<file path="src/logic/poe_pkg.sv">
// Constants and register map of the position output encoder
// ----------------------------------------------------------------------
// Operation
// - PWM polarity bit 0 opens a period falling, bit 1 rising.
// - SENT: polarity bit 0 sends three nibbles, 1 sends six.
// - Period field picks PWM 2.0 kHz down to 200 Hz; fast two 11-bit.
// - SENT with pause pulse: same field picks frame rate 8 to 0.5 kHz.
// - Linearization curve has 32 equal segments bounded by 33 setpoints.
// - Output interpolates linearly between the two bounding setpoints.
// - Setpoints sit at input multiples of 1024; last at 32767; the code puts the last at 32768, so input 32767 falls just short of it.
// - PWM failure halves the frequency; duty cycle names the failure.
// - Memory, ROM, stuck, self-test, supply monitor failures give 95%.
// - Field too low gives 62.5%, field too high gives 55%.
// - Overvoltage gives 75%, or output held low when error band set.
// - Temperature error gives 85%, converter clipping gives 70%.
// - Undervoltage stops PWM, resets, and drives the output low.
// - Wire-break, undervoltage and driver thermal checks always active.
// - Memory self-test only runs when bit 2 of first setup is set.
// - In SENT mode errors go out as codes, not as duty cycles.
// - Six-nibble SENT format bit picks secure or second-channel layout.
// - Diagnosis mask bit hides errors; normal values keep flowing.
// ----------------------------------------------------------------------
package poe_pkg;
   // Register byte addresses
   localparam logic [7:0] POE_FIRST_SETUP_OFS = 8'h00;
   localparam logic [7:0] POE_FORMAT_OFS      = 8'h04;
   localparam logic [7:0] POE_SP_INDEX_OFS    = 8'h08;
   localparam logic [7:0] POE_SP_DATA_OFS     = 8'h0C;
   localparam logic [7:0] POE_CHECK_EN_OFS    = 8'h10;
   localparam logic [7:0] POE_IRQ_STAT_OFS    = 8'h14;
   localparam logic [7:0] POE_IRQ_CLR_OFS     = 8'h18;
   localparam logic [7:0] POE_IRQ_EN_OFS      = 8'h1C;
   localparam logic [7:0] POE_STATE_OFS       = 8'h20;
   // Reset values
   localparam logic [15:0] POE_FIRST_SETUP_RST = 16'h0000;
   localparam logic [15:0] POE_FORMAT_RST      = 16'h0000;
   localparam logic [10:0] POE_CHECK_EN_RST    = 11'h7FF;
   // Field positions, first setup
   localparam int POE_B_DIAG_MASK = 1;
   localparam int POE_B_NVM_TEST  = 2;
   localparam int POE_B_OV_DIS    = 3;
   localparam int POE_B_ERR_BAND  = 7;
   localparam int POE_B_SENT_MODE = 12;
   // Field positions, output format setup
   localparam int POE_B_POL       = 3;
   localparam int POE_B_PAUSE_LO  = 4;
   localparam int POE_B_OPEN_DR   = 7;
   localparam int POE_B_LAYOUT    = 12;
   // Failure inputs in priority order, except undervoltage at 9, which outranks all
   localparam int POE_F_NVM = 0, POE_F_ROM = 1, POE_F_STUCK = 2;
   localparam int POE_F_FSM = 3, POE_F_SUPMON = 4, POE_F_FLOW = 5;
   localparam int POE_F_FHIGH = 6, POE_F_OV = 7, POE_F_TEMP = 8;
   localparam int POE_F_UV = 9, POE_F_CLIP = 10, POE_NFAIL = 11;
   // Linearization
   localparam int POE_NSP       = 33;
   localparam int POE_SEG_SHIFT = 10;
   // Frequencies in Hz per period code
   localparam int POE_PWM_HZ [8] = '{2000, 1600, 1000, 800, 500, 400,
                                     250, 200};
   localparam int POE_SENT_HZ [8] = '{8000, 4000, 2660, 2000, 1600,
                                      1000, 800, 500};
   // Error duty cycles in tenths of a percent
   localparam int POE_DUTY_MEM   = 950;
   localparam int POE_DUTY_FLOW  = 625;
   localparam int POE_DUTY_FHIGH = 550;
   localparam int POE_DUTY_OV    = 750;
   localparam int POE_DUTY_TEMP  = 850;
   localparam int POE_DUTY_CLIP  = 700;
   localparam int POE_DUTY_FULL  = 1000;
   // Error codes shown on the state register and SENT side
   typedef enum logic [2:0] {
      POE_E_NONE  = 3'b000,
      POE_E_MEM   = 3'b001,
      POE_E_FLOW  = 3'b010,
      POE_E_FHIGH = 3'b011,
      POE_E_OV    = 3'b100,
      POE_E_TEMP  = 3'b101,
      POE_E_UV    = 3'b110,
      POE_E_CLIP  = 3'b111
   } poe_err_t;
endpackage

</file>
<file path="src/logic/poe_encoder.sv">
// Position output encoder: linearization, PWM/SENT timing, diagnostics
//
// Design decisions made here: register access over APB and the placing of the registers.
`timescale 1ns/1ps
module poe_encoder
   import poe_pkg::*;
#(
   parameter int CLK_HZ = 125_000_000
)(
   input  wire logic        pclk,
   input  wire logic        presetn,
   input  wire logic        psel,
   input  wire logic        penable,
   input  wire logic        pwrite,
   input  wire logic [7:0]  paddr,
   input  wire logic [31:0] pwdata,
   output logic [31:0]      prdata,
   output logic             pready,
   output logic             pslverr,
   input  wire logic [14:0] position,
   input  wire logic [10:0] fail_in,
   output logic             pwm_out,
   output logic             pwm_oe_n,
   output logic             irq,
   output logic [11:0]      lin_value,
   output logic             sent_select,
   output logic             sent_six,
   output logic             sent_layout,
   output logic             sent_frame_tick,
   output logic [2:0]       err_code
);
   if (CLK_HZ < 1_000_000) begin : g_chk
      $error("CLK_HZ too low for the PWM resolution");
   end
   // Doubled slowest period must still fit the 24-bit counter
   if (CLK_HZ > 1_600_000_000) begin : g_chk_hi
      $error("CLK_HZ too high for the doubled period counter");
   end

   // ------------------------------------------------------------------
   // Register file
   // ------------------------------------------------------------------
   logic [15:0] setup_reg, format_reg;
   logic [5:0]  sp_idx_reg;
   logic [11:0] sp_mem [POE_NSP];
   logic [10:0] chk_en_reg;
   logic [2:0]  stat_reg, en_reg;
   logic [31:0] prdata_reg;
   logic        pready_reg, pslverr_reg;
   logic [11:0] lin_reg;
   poe_err_t    err_code_reg;

   // Decode; writes land on the access edge that sees pready high
   wire setup_ph = psel & ~penable;
   wire wr_acc   = psel & penable & pwrite & pready_reg;
   wire hit_set  = paddr == POE_FIRST_SETUP_OFS;
   wire hit_fmt  = paddr == POE_FORMAT_OFS;
   wire hit_idx  = paddr == POE_SP_INDEX_OFS;
   wire hit_dat  = paddr == POE_SP_DATA_OFS;
   wire hit_chk  = paddr == POE_CHECK_EN_OFS;
   wire hit_sta  = paddr == POE_IRQ_STAT_OFS;
   wire hit_clr  = paddr == POE_IRQ_CLR_OFS;
   wire hit_en   = paddr == POE_IRQ_EN_OFS;
   wire hit_st   = paddr == POE_STATE_OFS;
   wire mapped   = hit_set | hit_fmt | hit_idx | hit_dat | hit_chk
                 | hit_sta | hit_clr | hit_en | hit_st;
   wire sp_ok    = sp_idx_reg < 6'(POE_NSP);
   wire wr_dat   = wr_acc & hit_dat & sp_ok;
   wire [31:0] rd_mux =
        hit_set ? {16'h0000, setup_reg}
      : hit_fmt ? {16'h0000, format_reg}
      : hit_idx ? {26'h000_0000, sp_idx_reg}
      : hit_dat ? {20'h0_0000, sp_ok ? sp_mem[sp_idx_reg[5:0]] : 12'h000}
      : hit_chk ? {21'h00_0000, chk_en_reg}
      : hit_sta ? {29'h0000_0000, stat_reg}
      : hit_en  ? {29'h0000_0000, en_reg}
      : hit_st  ? {17'h0_0000, err_code_reg, lin_reg}
      : 32'h0000_0000;

   // Answer one cycle after setup; data held in a flop for a clean output
   always_ff @(posedge pclk or negedge presetn) begin
      if (!presetn) begin
         pready_reg  <= 1'b0;
         pslverr_reg <= 1'b0;
         prdata_reg  <= 32'h0000_0000;
      end else begin
         pready_reg  <= setup_ph;
         pslverr_reg <= setup_ph & ~mapped;
         if (setup_ph)
            prdata_reg <= rd_mux;
      end
   end

   // Configuration registers
   always_ff @(posedge pclk or negedge presetn) begin
      if (!presetn) begin
         setup_reg  <= POE_FIRST_SETUP_RST;
         format_reg <= POE_FORMAT_RST;
         chk_en_reg <= POE_CHECK_EN_RST;
         en_reg     <= 3'b000;
         sp_idx_reg <= 6'h00;
      end else if (wr_acc) begin
         if (hit_set) setup_reg  <= pwdata[15:0];
         if (hit_fmt) format_reg <= pwdata[15:0];
         if (hit_chk) chk_en_reg <= pwdata[10:0];
         if (hit_en)  en_reg     <= pwdata[2:0];
         if (hit_idx) sp_idx_reg <= pwdata[5:0];
         // Index steps on so a table loads with one burst of writes
         if (wr_dat)  sp_idx_reg <= sp_idx_reg + 6'h01;
      end
   end

   // Setpoint table; cleared at reset, loaded by software
   always_ff @(posedge pclk or negedge presetn) begin
      if (!presetn) begin
         for (int i = 0; i < POE_NSP; i++) sp_mem[i] <= 12'h000;
      end else if (wr_dat) begin
         sp_mem[sp_idx_reg] <= pwdata[11:0];
      end
   end

   // ------------------------------------------------------------------
   // Linearization
   // ------------------------------------------------------------------
   // Segment from the top bits, weight from the low ten
   wire [4:0]  seg   = position[14:POE_SEG_SHIFT];
   wire [9:0]  frac  = position[POE_SEG_SHIFT-1:0];
   wire [11:0] sp_lo = sp_mem[seg];
   wire [11:0] sp_hi = sp_mem[6'(seg) + 6'h01];
   wire signed [12:0] diff = $signed({1'b0, sp_hi}) - $signed({1'b0, sp_lo});
   wire signed [23:0] prod = diff * $signed({1'b0, frac});
   // Arithmetic shift keeps falling curves right
   wire signed [13:0] step = 14'(prod >>> POE_SEG_SHIFT);
   wire [11:0] lin_next = 12'($signed({2'b00, sp_lo}) + step);

   // ------------------------------------------------------------------
   // Diagnostics
   // ------------------------------------------------------------------
   // Customer checks gated; undervoltage never can be
   wire [10:0] gate;
   assign gate[POE_F_NVM]    = setup_reg[POE_B_NVM_TEST];
   assign gate[POE_F_OV]     = ~setup_reg[POE_B_OV_DIS];
   assign gate[POE_F_UV]     = 1'b1;
   assign gate[POE_F_ROM]    = chk_en_reg[POE_F_ROM];
   assign gate[POE_F_STUCK]  = chk_en_reg[POE_F_STUCK];
   assign gate[POE_F_FSM]    = chk_en_reg[POE_F_FSM];
   assign gate[POE_F_SUPMON] = chk_en_reg[POE_F_SUPMON];
   assign gate[POE_F_FLOW]   = chk_en_reg[POE_F_FLOW];
   assign gate[POE_F_FHIGH]  = chk_en_reg[POE_F_FHIGH];
   assign gate[POE_F_TEMP]   = chk_en_reg[POE_F_TEMP];
   assign gate[POE_F_CLIP]   = chk_en_reg[POE_F_CLIP];
   wire [10:0] fail = fail_in & gate;
   wire        uv   = fail[POE_F_UV];
   // Mask hides display, except undervoltage which is a reset
   wire shown = ~setup_reg[POE_B_DIAG_MASK];

   // One code by list order; undervoltage overrides as a reset
   poe_err_t err_next;
   assign err_next =
        uv                 ? POE_E_UV
      : ~shown             ? POE_E_NONE
      : |fail[4:0]         ? POE_E_MEM
      : fail[POE_F_FLOW]   ? POE_E_FLOW
      : fail[POE_F_FHIGH]  ? POE_E_FHIGH
      : fail[POE_F_OV]     ? POE_E_OV
      : fail[POE_F_TEMP]   ? POE_E_TEMP
      : fail[POE_F_CLIP]   ? POE_E_CLIP
      : POE_E_NONE;

   // Error duty in tenths of a percent
   logic [9:0] duty_pm;
   always_comb begin
      case (err_code_reg)
         POE_E_MEM:   duty_pm = 10'(POE_DUTY_MEM);
         POE_E_FLOW:  duty_pm = 10'(POE_DUTY_FLOW);
         POE_E_FHIGH: duty_pm = 10'(POE_DUTY_FHIGH);
         POE_E_OV:    duty_pm = 10'(POE_DUTY_OV);
         POE_E_TEMP:  duty_pm = 10'(POE_DUTY_TEMP);
         POE_E_CLIP:  duty_pm = 10'(POE_DUTY_CLIP);
         default:     duty_pm = 10'h000;
      endcase
   end

   // ------------------------------------------------------------------
   // Period tables, folded at elaboration
   // ------------------------------------------------------------------
   wire [23:0] pwm_tab [8];
   wire [23:0] sent_tab [8];
   for (genvar i = 0; i < 8; i++) begin : g_tab
      assign pwm_tab[i]  = 24'(CLK_HZ / POE_PWM_HZ[i]);
      assign sent_tab[i] = 24'(CLK_HZ / POE_SENT_HZ[i]);
   end

   wire        sent_mode = setup_reg[POE_B_SENT_MODE];
   wire [2:0]  code      = format_reg[2:0];
   wire        pol       = format_reg[POE_B_POL];
   wire        pause     = format_reg[6:POE_B_PAUSE_LO] == 3'b000;
   // PWM errors only; SENT carries codes in its frames
   wire        pwm_err   = ~sent_mode & (err_code_reg != POE_E_NONE);
   // Half frequency means twice the period
   wire [23:0] per_base  = sent_mode ? sent_tab[code] : pwm_tab[code];
   wire [23:0] per       = pwm_err ? {per_base[22:0], 1'b0} : per_base;
   // Fast two codes drop the last value bit
   wire [11:0] val       = code[2:1] == 2'b00 ? {lin_reg[11:1], 1'b0}
                                              : lin_reg;
   wire [35:0] dn_full   = per * val;
   wire [33:0] de_full   = per * duty_pm;
   wire [23:0] duty_cyc  = pwm_err ? 24'(de_full / 34'(POE_DUTY_FULL))
                                   : dn_full[35:12];
   // Band bit turns overvoltage into a held low output
   wire hold_low = uv | (pwm_err & err_code_reg == POE_E_OV
                         & setup_reg[POE_B_ERR_BAND]);

   logic [23:0] cnt_reg;
   wire wrap = cnt_reg >= per - 24'h00_0001;
   wire [23:0] cnt_next = (wrap | uv) ? 24'h00_0000 : cnt_reg + 24'h00_0001;
   // Active phase level is the opening edge's result
   wire act_lvl = pol;
   wire pwm_next = hold_low ? 1'b0
                 : (cnt_next < duty_cyc) ? act_lvl : ~act_lvl;
   wire frame_next = sent_mode & pause & wrap & ~uv;

   // Events for the interrupt: error onset, error gone, frame tick
   wire [2:0] ev = {frame_next,
                    err_code_reg != POE_E_NONE & err_next == POE_E_NONE,
                    err_code_reg == POE_E_NONE & err_next != POE_E_NONE};
   wire [2:0] clr = (wr_acc & hit_clr) ? pwdata[2:0] : 3'b000;

   // ------------------------------------------------------------------
   // Output and state flops
   // ------------------------------------------------------------------
   logic pwm_reg, oe_n_reg, irq_reg, tick_reg;
   always_ff @(posedge pclk or negedge presetn) begin
      if (!presetn) begin
         lin_reg      <= 12'h000;
         err_code_reg <= POE_E_NONE;
         cnt_reg      <= 24'h00_0000;
         pwm_reg      <= 1'b0;
         oe_n_reg     <= 1'b0;
         tick_reg     <= 1'b0;
         stat_reg     <= 3'b000;
         irq_reg      <= 1'b0;
      end else begin
         lin_reg      <= lin_next;
         err_code_reg <= err_next;
         cnt_reg      <= sent_mode & ~pause ? 24'h00_0000 : cnt_next;
         pwm_reg      <= sent_mode ? 1'b0 : pwm_next;
         // Open drain releases high; driven low on undervoltage
         oe_n_reg     <= format_reg[POE_B_OPEN_DR] & pwm_next & ~uv
                         & ~sent_mode;
         tick_reg     <= frame_next;
         // Set beats a clear landing in the same cycle
         stat_reg     <= (stat_reg & ~clr) | ev;
         irq_reg      <= |(((stat_reg & ~clr) | ev) & en_reg);
      end
   end

   assign prdata          = prdata_reg;
   assign pready          = pready_reg;
   assign pslverr         = pslverr_reg;
   assign pwm_out         = pwm_reg;
   assign pwm_oe_n        = oe_n_reg;
   assign irq             = irq_reg;
   assign lin_value       = lin_reg;
   assign sent_frame_tick = tick_reg;
   assign err_code        = err_code_reg;

   // SENT format flags straight from flops
   logic sel_reg, six_reg, lay_reg;
   always_ff @(posedge pclk or negedge presetn) begin
      if (!presetn) begin
         sel_reg <= 1'b0;
         six_reg <= 1'b0;
         lay_reg <= 1'b0;
      end else begin
         sel_reg <= sent_mode;
         six_reg <= sent_mode & pol;
         lay_reg <= format_reg[POE_B_LAYOUT];
      end
   end
   assign sent_select = sel_reg;
   assign sent_six    = six_reg;
   assign sent_layout = lay_reg;

   // ------------------------------------------------------------------
   // Checks
   // ------------------------------------------------------------------
   // Opening edge of each period follows the polarity bit
   chk_pol_open: assert property (
      @(posedge pclk) disable iff (!presetn)
      (!sent_mode && !hold_low && wrap && duty_cyc != 0 && $stable(pol))
      |=> pwm_out == pol)
      else $error("PWM period opened with wrong edge");

   chk_six_nib: assert property (
      @(posedge pclk) disable iff (!presetn)
      sent_mode |=> sent_six == $past(pol))
      else $error("SENT nibble count wrong");

   // Periods held against the frequency table, not the doubling logic
   chk_per_half: assert property (
      @(posedge pclk) disable iff (!presetn)
      pwm_err |-> per == 24'(2 * (CLK_HZ / POE_PWM_HZ[code])))
      else $error("error period not doubled");

   chk_mem_duty: assert property (
      @(posedge pclk) disable iff (!presetn)
      (pwm_err && err_code_reg == POE_E_MEM)
      |-> duty_cyc == 24'(per * POE_DUTY_MEM / POE_DUTY_FULL))
      else $error("memory failure duty wrong");

   chk_field_duty: assert property (
      @(posedge pclk) disable iff (!presetn)
      (shown && !uv && fail[POE_F_FLOW] && !(|fail[4:0]))
      ##1 (err_code_reg == POE_E_FLOW) |-> duty_pm == 10'd625)
      else $error("low field duty wrong");

   chk_ov_low: assert property (
      @(posedge pclk) disable iff (!presetn)
      (!sent_mode && err_code_reg == POE_E_OV && setup_reg[7]
       && $stable(err_code_reg)) |=> !pwm_out)
      else $error("overvoltage did not hold low");

   chk_uv_low: assert property (
      @(posedge pclk) disable iff (!presetn)
      fail_in[POE_F_UV] |=> !pwm_out && !pwm_oe_n && err_code == POE_E_UV)
      else $error("undervoltage output not low");

   chk_nvm_gate: assert property (
      @(posedge pclk) disable iff (!presetn)
      (fail_in == 11'h001 && !setup_reg[2]) |=> err_code == POE_E_NONE)
      else $error("memory self-test ran while disabled");

   chk_mask_hide: assert property (
      @(posedge pclk) disable iff (!presetn)
      (setup_reg[1] && !fail_in[POE_F_UV]) |=> err_code == POE_E_NONE)
      else $error("masked error shown");

   // SENT keeps its frame rate even while an error is shown
   chk_sent_code: assert property (
      @(posedge pclk) disable iff (!presetn)
      sent_mode |-> per == 24'(CLK_HZ / POE_SENT_HZ[code]))
      else $error("PWM error scheme used in SENT");

   chk_lin_seg: assert property (
      @(posedge pclk) disable iff (!presetn)
      (frac == 10'h000) |=> lin_value == $past(sp_lo))
      else $error("setpoint not hit at segment start");

   // Open drain only ever drives the low phase of the period
   chk_od_release: assert property (
      @(posedge pclk) disable iff (!presetn)
      (format_reg[POE_B_OPEN_DR] && !sent_mode && !uv)
      |=> pwm_oe_n == pwm_out)
      else $error("open drain did not release high");

   chk_tick_pulse: assert property (
      @(posedge pclk) disable iff (!presetn)
      sent_frame_tick |=> !sent_frame_tick)
      else $error("frame tick longer than one cycle");
endmodule // poe_encoder

</file>
<file path="config.mk">
export PLATFORM = sky130hd
export DESIGN_NAME = poe_encoder
export DESIGN_NICKNAME = d
export VERILOG_FILES = /design/src/logic/poe_pkg.sv /design/src/logic/poe_encoder.sv
export SDC_FILE = /design/constraint.sdc
export NUM_CORES = 2
export LEC_CHECK = 0
export ABC_AREA = 1
export BUFFER_PORTS_ARGS = -buffer_cell sky130_fd_sc_hd__buf_2
export CORE_AREA = 2 2 340 342
export DETAILED_ROUTE_END_ITERATION = 8
export DIE_AREA = 0 0 342 344
export PLACE_DENSITY = 0.76
export SETUP_SLACK_MARGIN = 0.3
export SLEW_MARGIN = 40
export SYNTH_ARGS = -nofsm -noshare
export SYNTH_HDL_FRONTEND = slang
export SYNTH_SLANG_ARGS = --single-unit
</file>
<file path="constraint.sdc">
create_clock -name pclk -period 18 [get_ports pclk]
set_clock_uncertainty 0.15 [all_clocks]
set_input_delay 0.9 -clock pclk [delete_from_list [all_inputs] [get_ports pclk]]
set_output_delay 0.9 -clock pclk [all_outputs]
set_load 0.005 [all_outputs]
</file>
## Yosys cells after proc, flatten, opt, wreduce, memory -nomap -nowiden

Memory sizes are Yosys's and may differ from the RTL's.
Cells that the tools add are included.

- Flip-flop bits (word level): 531
- Memory bits (read-only): 384
- Output and inout bits: 56
- Logic and storage cells: 195
- Memories: 2

Memories:

| name | depth | bits a word | rd ports | clocked after memory_dff | write ports | line | text |
|---|---|---|---|---|---|---|---|
| (no name shown) | 8 | 24 | 1 | 0 | 0 | poe_encoder.sv:201 | `wire [23:0] per_base = sent_mode ? sent_tab[code] : pwm_tab[code];` |
| (no name shown) | 8 | 24 | 1 | 0 | 0 | poe_encoder.sv:201 |  |

- $add $sub $neg: 6
- Multiply operators: 3
- Divide/modulo/power cells: 1
- Order comparisons: 8
- Eq/ne operators: 14
- Mux-type cells: 46
- Bitwise logic cells: 47
- Reduce and logical (&&, ||, !) cells: 16

Operator list:

| cell | number |
|---|---|
| 396-bit bitwise mux | 1 |
| 12-bit binary-select mux with 6-bit select | 3 |
| 24-bit two-way mux | 9 |
| 12-bit two-way mux | 8 |
| 15-bit two-way mux | 6 |
| 12-bit demux with 6-bit select | 1 |
| 10-bit one-hot mux with 6 select lines | 1 |
| 24-bit by 12-bit multiplier with 36-bit output | 1 |
| 34-bit by 10-bit divider with 34-bit output, second input constant | 1 |
| 24-bit by 10-bit multiplier with 34-bit output | 1 |
| 8-bit by 5-bit == test with 1-bit output, second input constant | 4 |
| 16-bit two-way mux | 2 |
| 3-bit two-way mux | 9 |
| 24-bit by 1-bit adder with 24-bit output, second input constant | 1 |
| 24-bit >= comparator | 1 |
| 24-bit < comparator | 1 |
| 24-bit by 1-bit subtractor with 24-bit output, second input constant | 1 |
| 13-bit by 11-bit multiplier with 22-bit output | 1 |
| 1-bit bitwise AND | 21 |
| 8-bit by 4-bit == test with 1-bit output, second input constant | 2 |
| 7-bit >= comparator, second input constant | 2 |
| 6-bit NOT with 7-bit output | 2 |
| 12-bit by 12-bit subtractor with 13-bit output | 1 |
| 12-bit adder | 1 |
| 30 further kinds | 60 |

## Depth between registers and ports, before layout

- Depth in word-level cells: 16
- Mapped depth: 178
- Mapped depth without buffers: 176

## Worst setup path after synthesis

Ideal clock, no wire load.

- Path type: register -> register
- From: reg err_code_reg[2], in the netlist err_code[2]
- To: reg oe_n_reg, in the netlist pwm_oe_n
- Data arrival time: 17.036 ns
- Path slack: 0.742 ns
- Stages on the path, launching flop included: 161
- Period minus slack after synthesis: 17.258 ns
- Cell sequence: dfrtp_1 > nor2_1 > inv_1 > nor2_1 > nor2_1 > inv_1 > clkbuf_1 > clkbuf_1 > clkbuf_1 > o211ai_1 > nand2_1 > clkbuf_1 > nor2_1 > fa_1 > fa_1 > fa_1 > fa_1 > inv_1 > [... 125 more ...] > nor2_1 > nand3_1 > nor2_1 > nand2_1 > nand2_1 > o21ai_0 > ha_1 > nand2_1 > nand2_1 > nand2_1 > nand2_1 > nand2_1 > nand2_1 > nand2_1 > nand2_1 > nand2_1 > nand3_1 > nor2_1

- Longest elaborated chain between the ends: 13
- Elaborated cells on any way between the ends: 27

Ends and longest elaborated chain:

| what | line | text |
|---|---|---|
| start: declaration | poe_encoder.sv:51 | `poe_err_t err_code_reg;` |
| start signal: assignment | poe_encoder.sv:245 | `err_code_reg <= err_next;` |
| branches (longest 9 deep; another with 24-bit by 10-bit multiplier with 34-bit output) | n/a |  |
| 1-bit two-way mux (*) | poe_encoder.sv:219 | `wire pwm_next = hold_low ? 1'b0` |
| 1-bit bitwise AND (*) (2 in a row) | poe_encoder.sv:249 | `oe_n_reg <= format_reg[POE_B_OPEN_DR] & pwm_next & ~uv` |
| 1-bit bitwise AND (*) | poe_encoder.sv:250 | `& ~sent_mode;` |
| end signal: assignment | poe_encoder.sv:249 |  |
| end: declaration | poe_encoder.sv:232 | `logic pwm_reg, oe_n_reg, irq_reg, tick_reg;` |

Mark *: on every way between the ends.
A chain may end at the register's enable or synchronous reset.

## Worst setup path in the final report

- From: reg format_reg[0]
- To: reg oe_n_reg, in the netlist pwm_oe_n

- Longest elaborated chain between the ends: 16
- Elaborated cells on any way between the ends: 23

Ends and longest elaborated chain:

| what | line | text |
|---|---|---|
| start: declaration | poe_encoder.sv:43 | `logic [15:0] setup_reg, format_reg;` |
| start signal: assignment | poe_encoder.sv:104 | `if (hit_fmt) format_reg <= pwdata[15:0];` |
| 3-bit NOT with 4-bit output (implied by the code) (*) | poe_encoder.sv:201 |  |
| memory 8 x 24 bit | n/a |  |
| 24-bit two-way mux (implied by the code) (2 in a row) | poe_encoder.sv:201 |  |
| 24-bit two-way mux (*) | poe_encoder.sv:201 |  |
| 24-bit two-way mux (*) | poe_encoder.sv:202 | `wire [23:0] per = pwm_err ? {per_base[22:0], 1'b0} : per_base;` |
| branches (longest 4 deep; another with 24-bit by 10-bit multiplier with 34-bit output) | n/a |  |
| 24-bit < comparator (*) | poe_encoder.sv:220 | `: (cnt_next < duty_cyc) ? act_lvl : ~act_lvl;` |
| 1-bit two-way mux (*) | poe_encoder.sv:220 |  |
| 1-bit two-way mux (*) | poe_encoder.sv:219 |  |
| 1-bit bitwise AND (*) (2 in a row) | poe_encoder.sv:249 |  |
| 1-bit bitwise AND (*) | poe_encoder.sv:250 |  |

Mark *: on every way between the ends. The select of a mux whose other input is x is not followed.

==> results.json <==
{
  "clock-sinks": 515,
  "antenna_found_initial": 8,
  "htreeDepth": 2,
  "via_count": 58700,
  "synth_common_cells": "1700 x nand2_1, 1126 x inv_1, 1014 x o21ai_0",
  "hpwl_um": 143000,
  "holdPathEnd": "sent_layout",
  "clock_path_buffers": 3,
  "path_max_fanout": 8,
  "largest_reg_flops": 396,
  "grt_util_all_layers": 0.337,
  "worstSkewPairLatency_ps": 670,
  "grt_pass1_wl_um": 312000,
  "ys_ff_latch": 515,
  "yosysTopAreaCellShare": 0.223,
  "async_flop_share": 1.00,
  "worst_slack_ps": -682,
  "row_count": 124,
  "die_w_um": 342,
  "cp-start-kind": "flip-flop",
  "clkTransAtPathRegs_ps": 70,
  "crit_arrival_ps": 19120,
  "rsz0062_at_grt": "yes",
  "synthCells": 7938,
  "reg2reg_depth": 154,
  "crit_top_cell": "nand2_1",
  "violations": "design-rule violations, negative setup slack",
  "routed_wirelength_um": 203000,
  "r2r_start": "format_reg[0]",
  "worstHoldStart": "format_reg[12]",
  "status": "finished with violations",
  "io_pins": 127,
  "hold_path_depth": 0,
  "tritoncts": "done",
  "drc_errors": 1,
  "synthTopCellsByArea": "dfrtp_1 22%, fa_1 16%, nand2_1 11%",
  "port-buffer-count": 94,
  "criticalPathCategory": "flip-flop to flip-flop",
  "slowest_stage": "fa_1",
  "die_y_um": 344,
  "area_delta_synth_final_pct": 18.6,
  "grt_max_degree": 225,
  "synth.distinct_cells": 71,
  "dr.pass1.iters": 9,
  "final_area_sq_um": 67000,
  "syn_avg_cell_area_sq_um": 7.11,
  "syn_area_sq_um": 56500,
  "seq_area_frac_synth": 0.228,
  "placedCellCount": 9690,
  "final-setup-viol-count": 2,
  "end_kind": "flip-flop",
  "hold_violations": 0,
  "wl_per_cell_um": 20.5,
  "die_area_sq_um": 118000,
  "cap_viol_max_count": 0,
  "max_freq_mhz": 53.5,
  "synth-edff-count": 0,
  "placed_area_sq_um": 62000,
  "core_sq_um": 114000,
  "whs_ps": 267,
  "critPathRequiredTime_ps": 18440,
  "root_buffer": "clkbuf_16",
  "postLayoutCoreUtil": 0.588,
  "hp-class": "flip-flop to flip-flop",
  "ys_warn_count": 0,
  "slowest_delay_ps": 560,
  "grt.overflow.total": 0,
  "cp_top_family": "simple AND/OR/NAND/NOR gates",
  "gp_congestion": 1.02,
  "synth.most_common_cell": "nand2_1",
  "initial_core_util": 0.496,
  "first_global_vias": 56700,
  "rrSetupSlack_ps": -680,
  "final.min_clock_period_ps": 18680,
  "cts-buffers-inserted": 57,
  "synth_largest_area_cell": "dfrtp_1",
  "fin_crit_sh": 1.04,
  "stdcell_count": 9902,
  "final_net_count": 9142,
  "critPathBufInv": 26,
  "finalMaxSlewViolations": 0,
  "drtIter0Drc": 7240,
  "drive_gt1_frac": 0.190,
  "via_per_inst": 5.93,
  "drtAntennaViolNets": 0,
  "crit-reg2reg-capture": "pwm_oe_n",
  "relSlewSlack": 0.321,
  "ys.flop_type": "dfrtp_1",
  "fillers": 10100,
  "worstMarginPinSlew_ps": 1010
}
[cells in the final DEF, fill, tap and decap left out, drive strengths merged, types with 6 or more instances in the layout]
cell type,instances
o311ai,23
o22ai,89
o2111ai,6
dfrtp,504
or2,13
dfstp,11
fa,455
a22oi,26
o21ai,1078
nand2,1791
nor4,13
clkbuf,70
ha,275
nand3,403
o211ai,113
o31ai,7
nand3b,8
nor2,675
nor3,64
inv,1200
xor2,91
conb,19
diode,6
buf,766
and2,9
nand4,52
o41ai,15
a22o,7
a211oi,15
a21o,9
xnor2,35
a221oi,58
clkinv,43
o21bai,19
a21oi,367
o221ai,14
[what timing repair did]
action,in CTS,in global routing
resized for setup,286,266
hold buffers,1,0
buffers inserted,51,51
endpoints found under the setup margin,2,2
hold endpoints to repair,22,0
pin swaps,92,200
gates cloned,0,0
[worst reg2reg max path, delay by kind of cell, from the launching register on]
| kind | cells | cell delay [ps] |
|---|---|---|
| adder cells (fa/ha/maj) | 7 | 3090 |
| buffers and inverters | 26 | 2650 |
| flip-flops | 1 | 400 |
| AO/OA/AOI/OAI | 12 | 1900 |
| AND/OR/NAND/NOR | 109 | 10460 |
[area by class of cell]
type	instances	area, sq um	area share
antenna	6	15.0	0.000224
clock buffer	70	1560	0.0232
clock inverter	32	370	0.00553
inverter	1221	4660	0.0695
multi-input combinational	5779	39800	0.594
sequential	515	12900	0.193
tap	1512	1890	0.0282
timing repair buffer	767	5820	0.0869
[kinds of logic after synthesis]
| family | after synthesis | synth area share |
|---|---|---|
| simple gates | 3031 | 0.229 |
| compound gates | 1873 | 0.189 |
| buf+inv | 1661 | 0.112 |
| fa+ha+maj | 730 | 0.222 |
| flops | 515 | 0.228 |
| xor+xnor | 126 | 0.0198 |
| other cells | 2 | 0.000133 |
[layer usage]
layer | up-vias | routed length, um | GRT usage
met5 | - | 271 | 0.00761
met4 | 12 | 13800 | 0.195
met3 | 838 | 24700 | 0.0905
met2 | 3489 | 89900 | 0.528
met1 | 27900 | 74700 | 0.420
li1 | 26500 | - | -
[how the worst max path moves through the flow]
stage | endpoint | cells after the start | slack, ps | from
floorplan | pwm_oe_n | 160 | 740 | err_code[2]
global placement | pwm_out | 144 | -640 | format_reg[0]
detailed placement | pwm_oe_n | 141 | -1080 | format_reg[0]
CTS | pwm_oe_n | 156 | -110 | format_reg[0]
global route | pwm_oe_n | 148 | -1940 | format_reg[1]
finish | pwm_oe_n | 154 | -680 | format_reg[0]
[metrics by stage]
stage	setup WS, ps	TNS, ps
2_1_floorplan	742	0
3_3_place_gp	-640	-1280
3_5_place_dp	-1080	-2150
4_1_cts	-113	-173
5_1_grt	-1940	-3810
6_report	-682	-1290
Power is not shown: default switching activity piles up to over one toggle a cycle in this logic, so the estimate is an artifact.
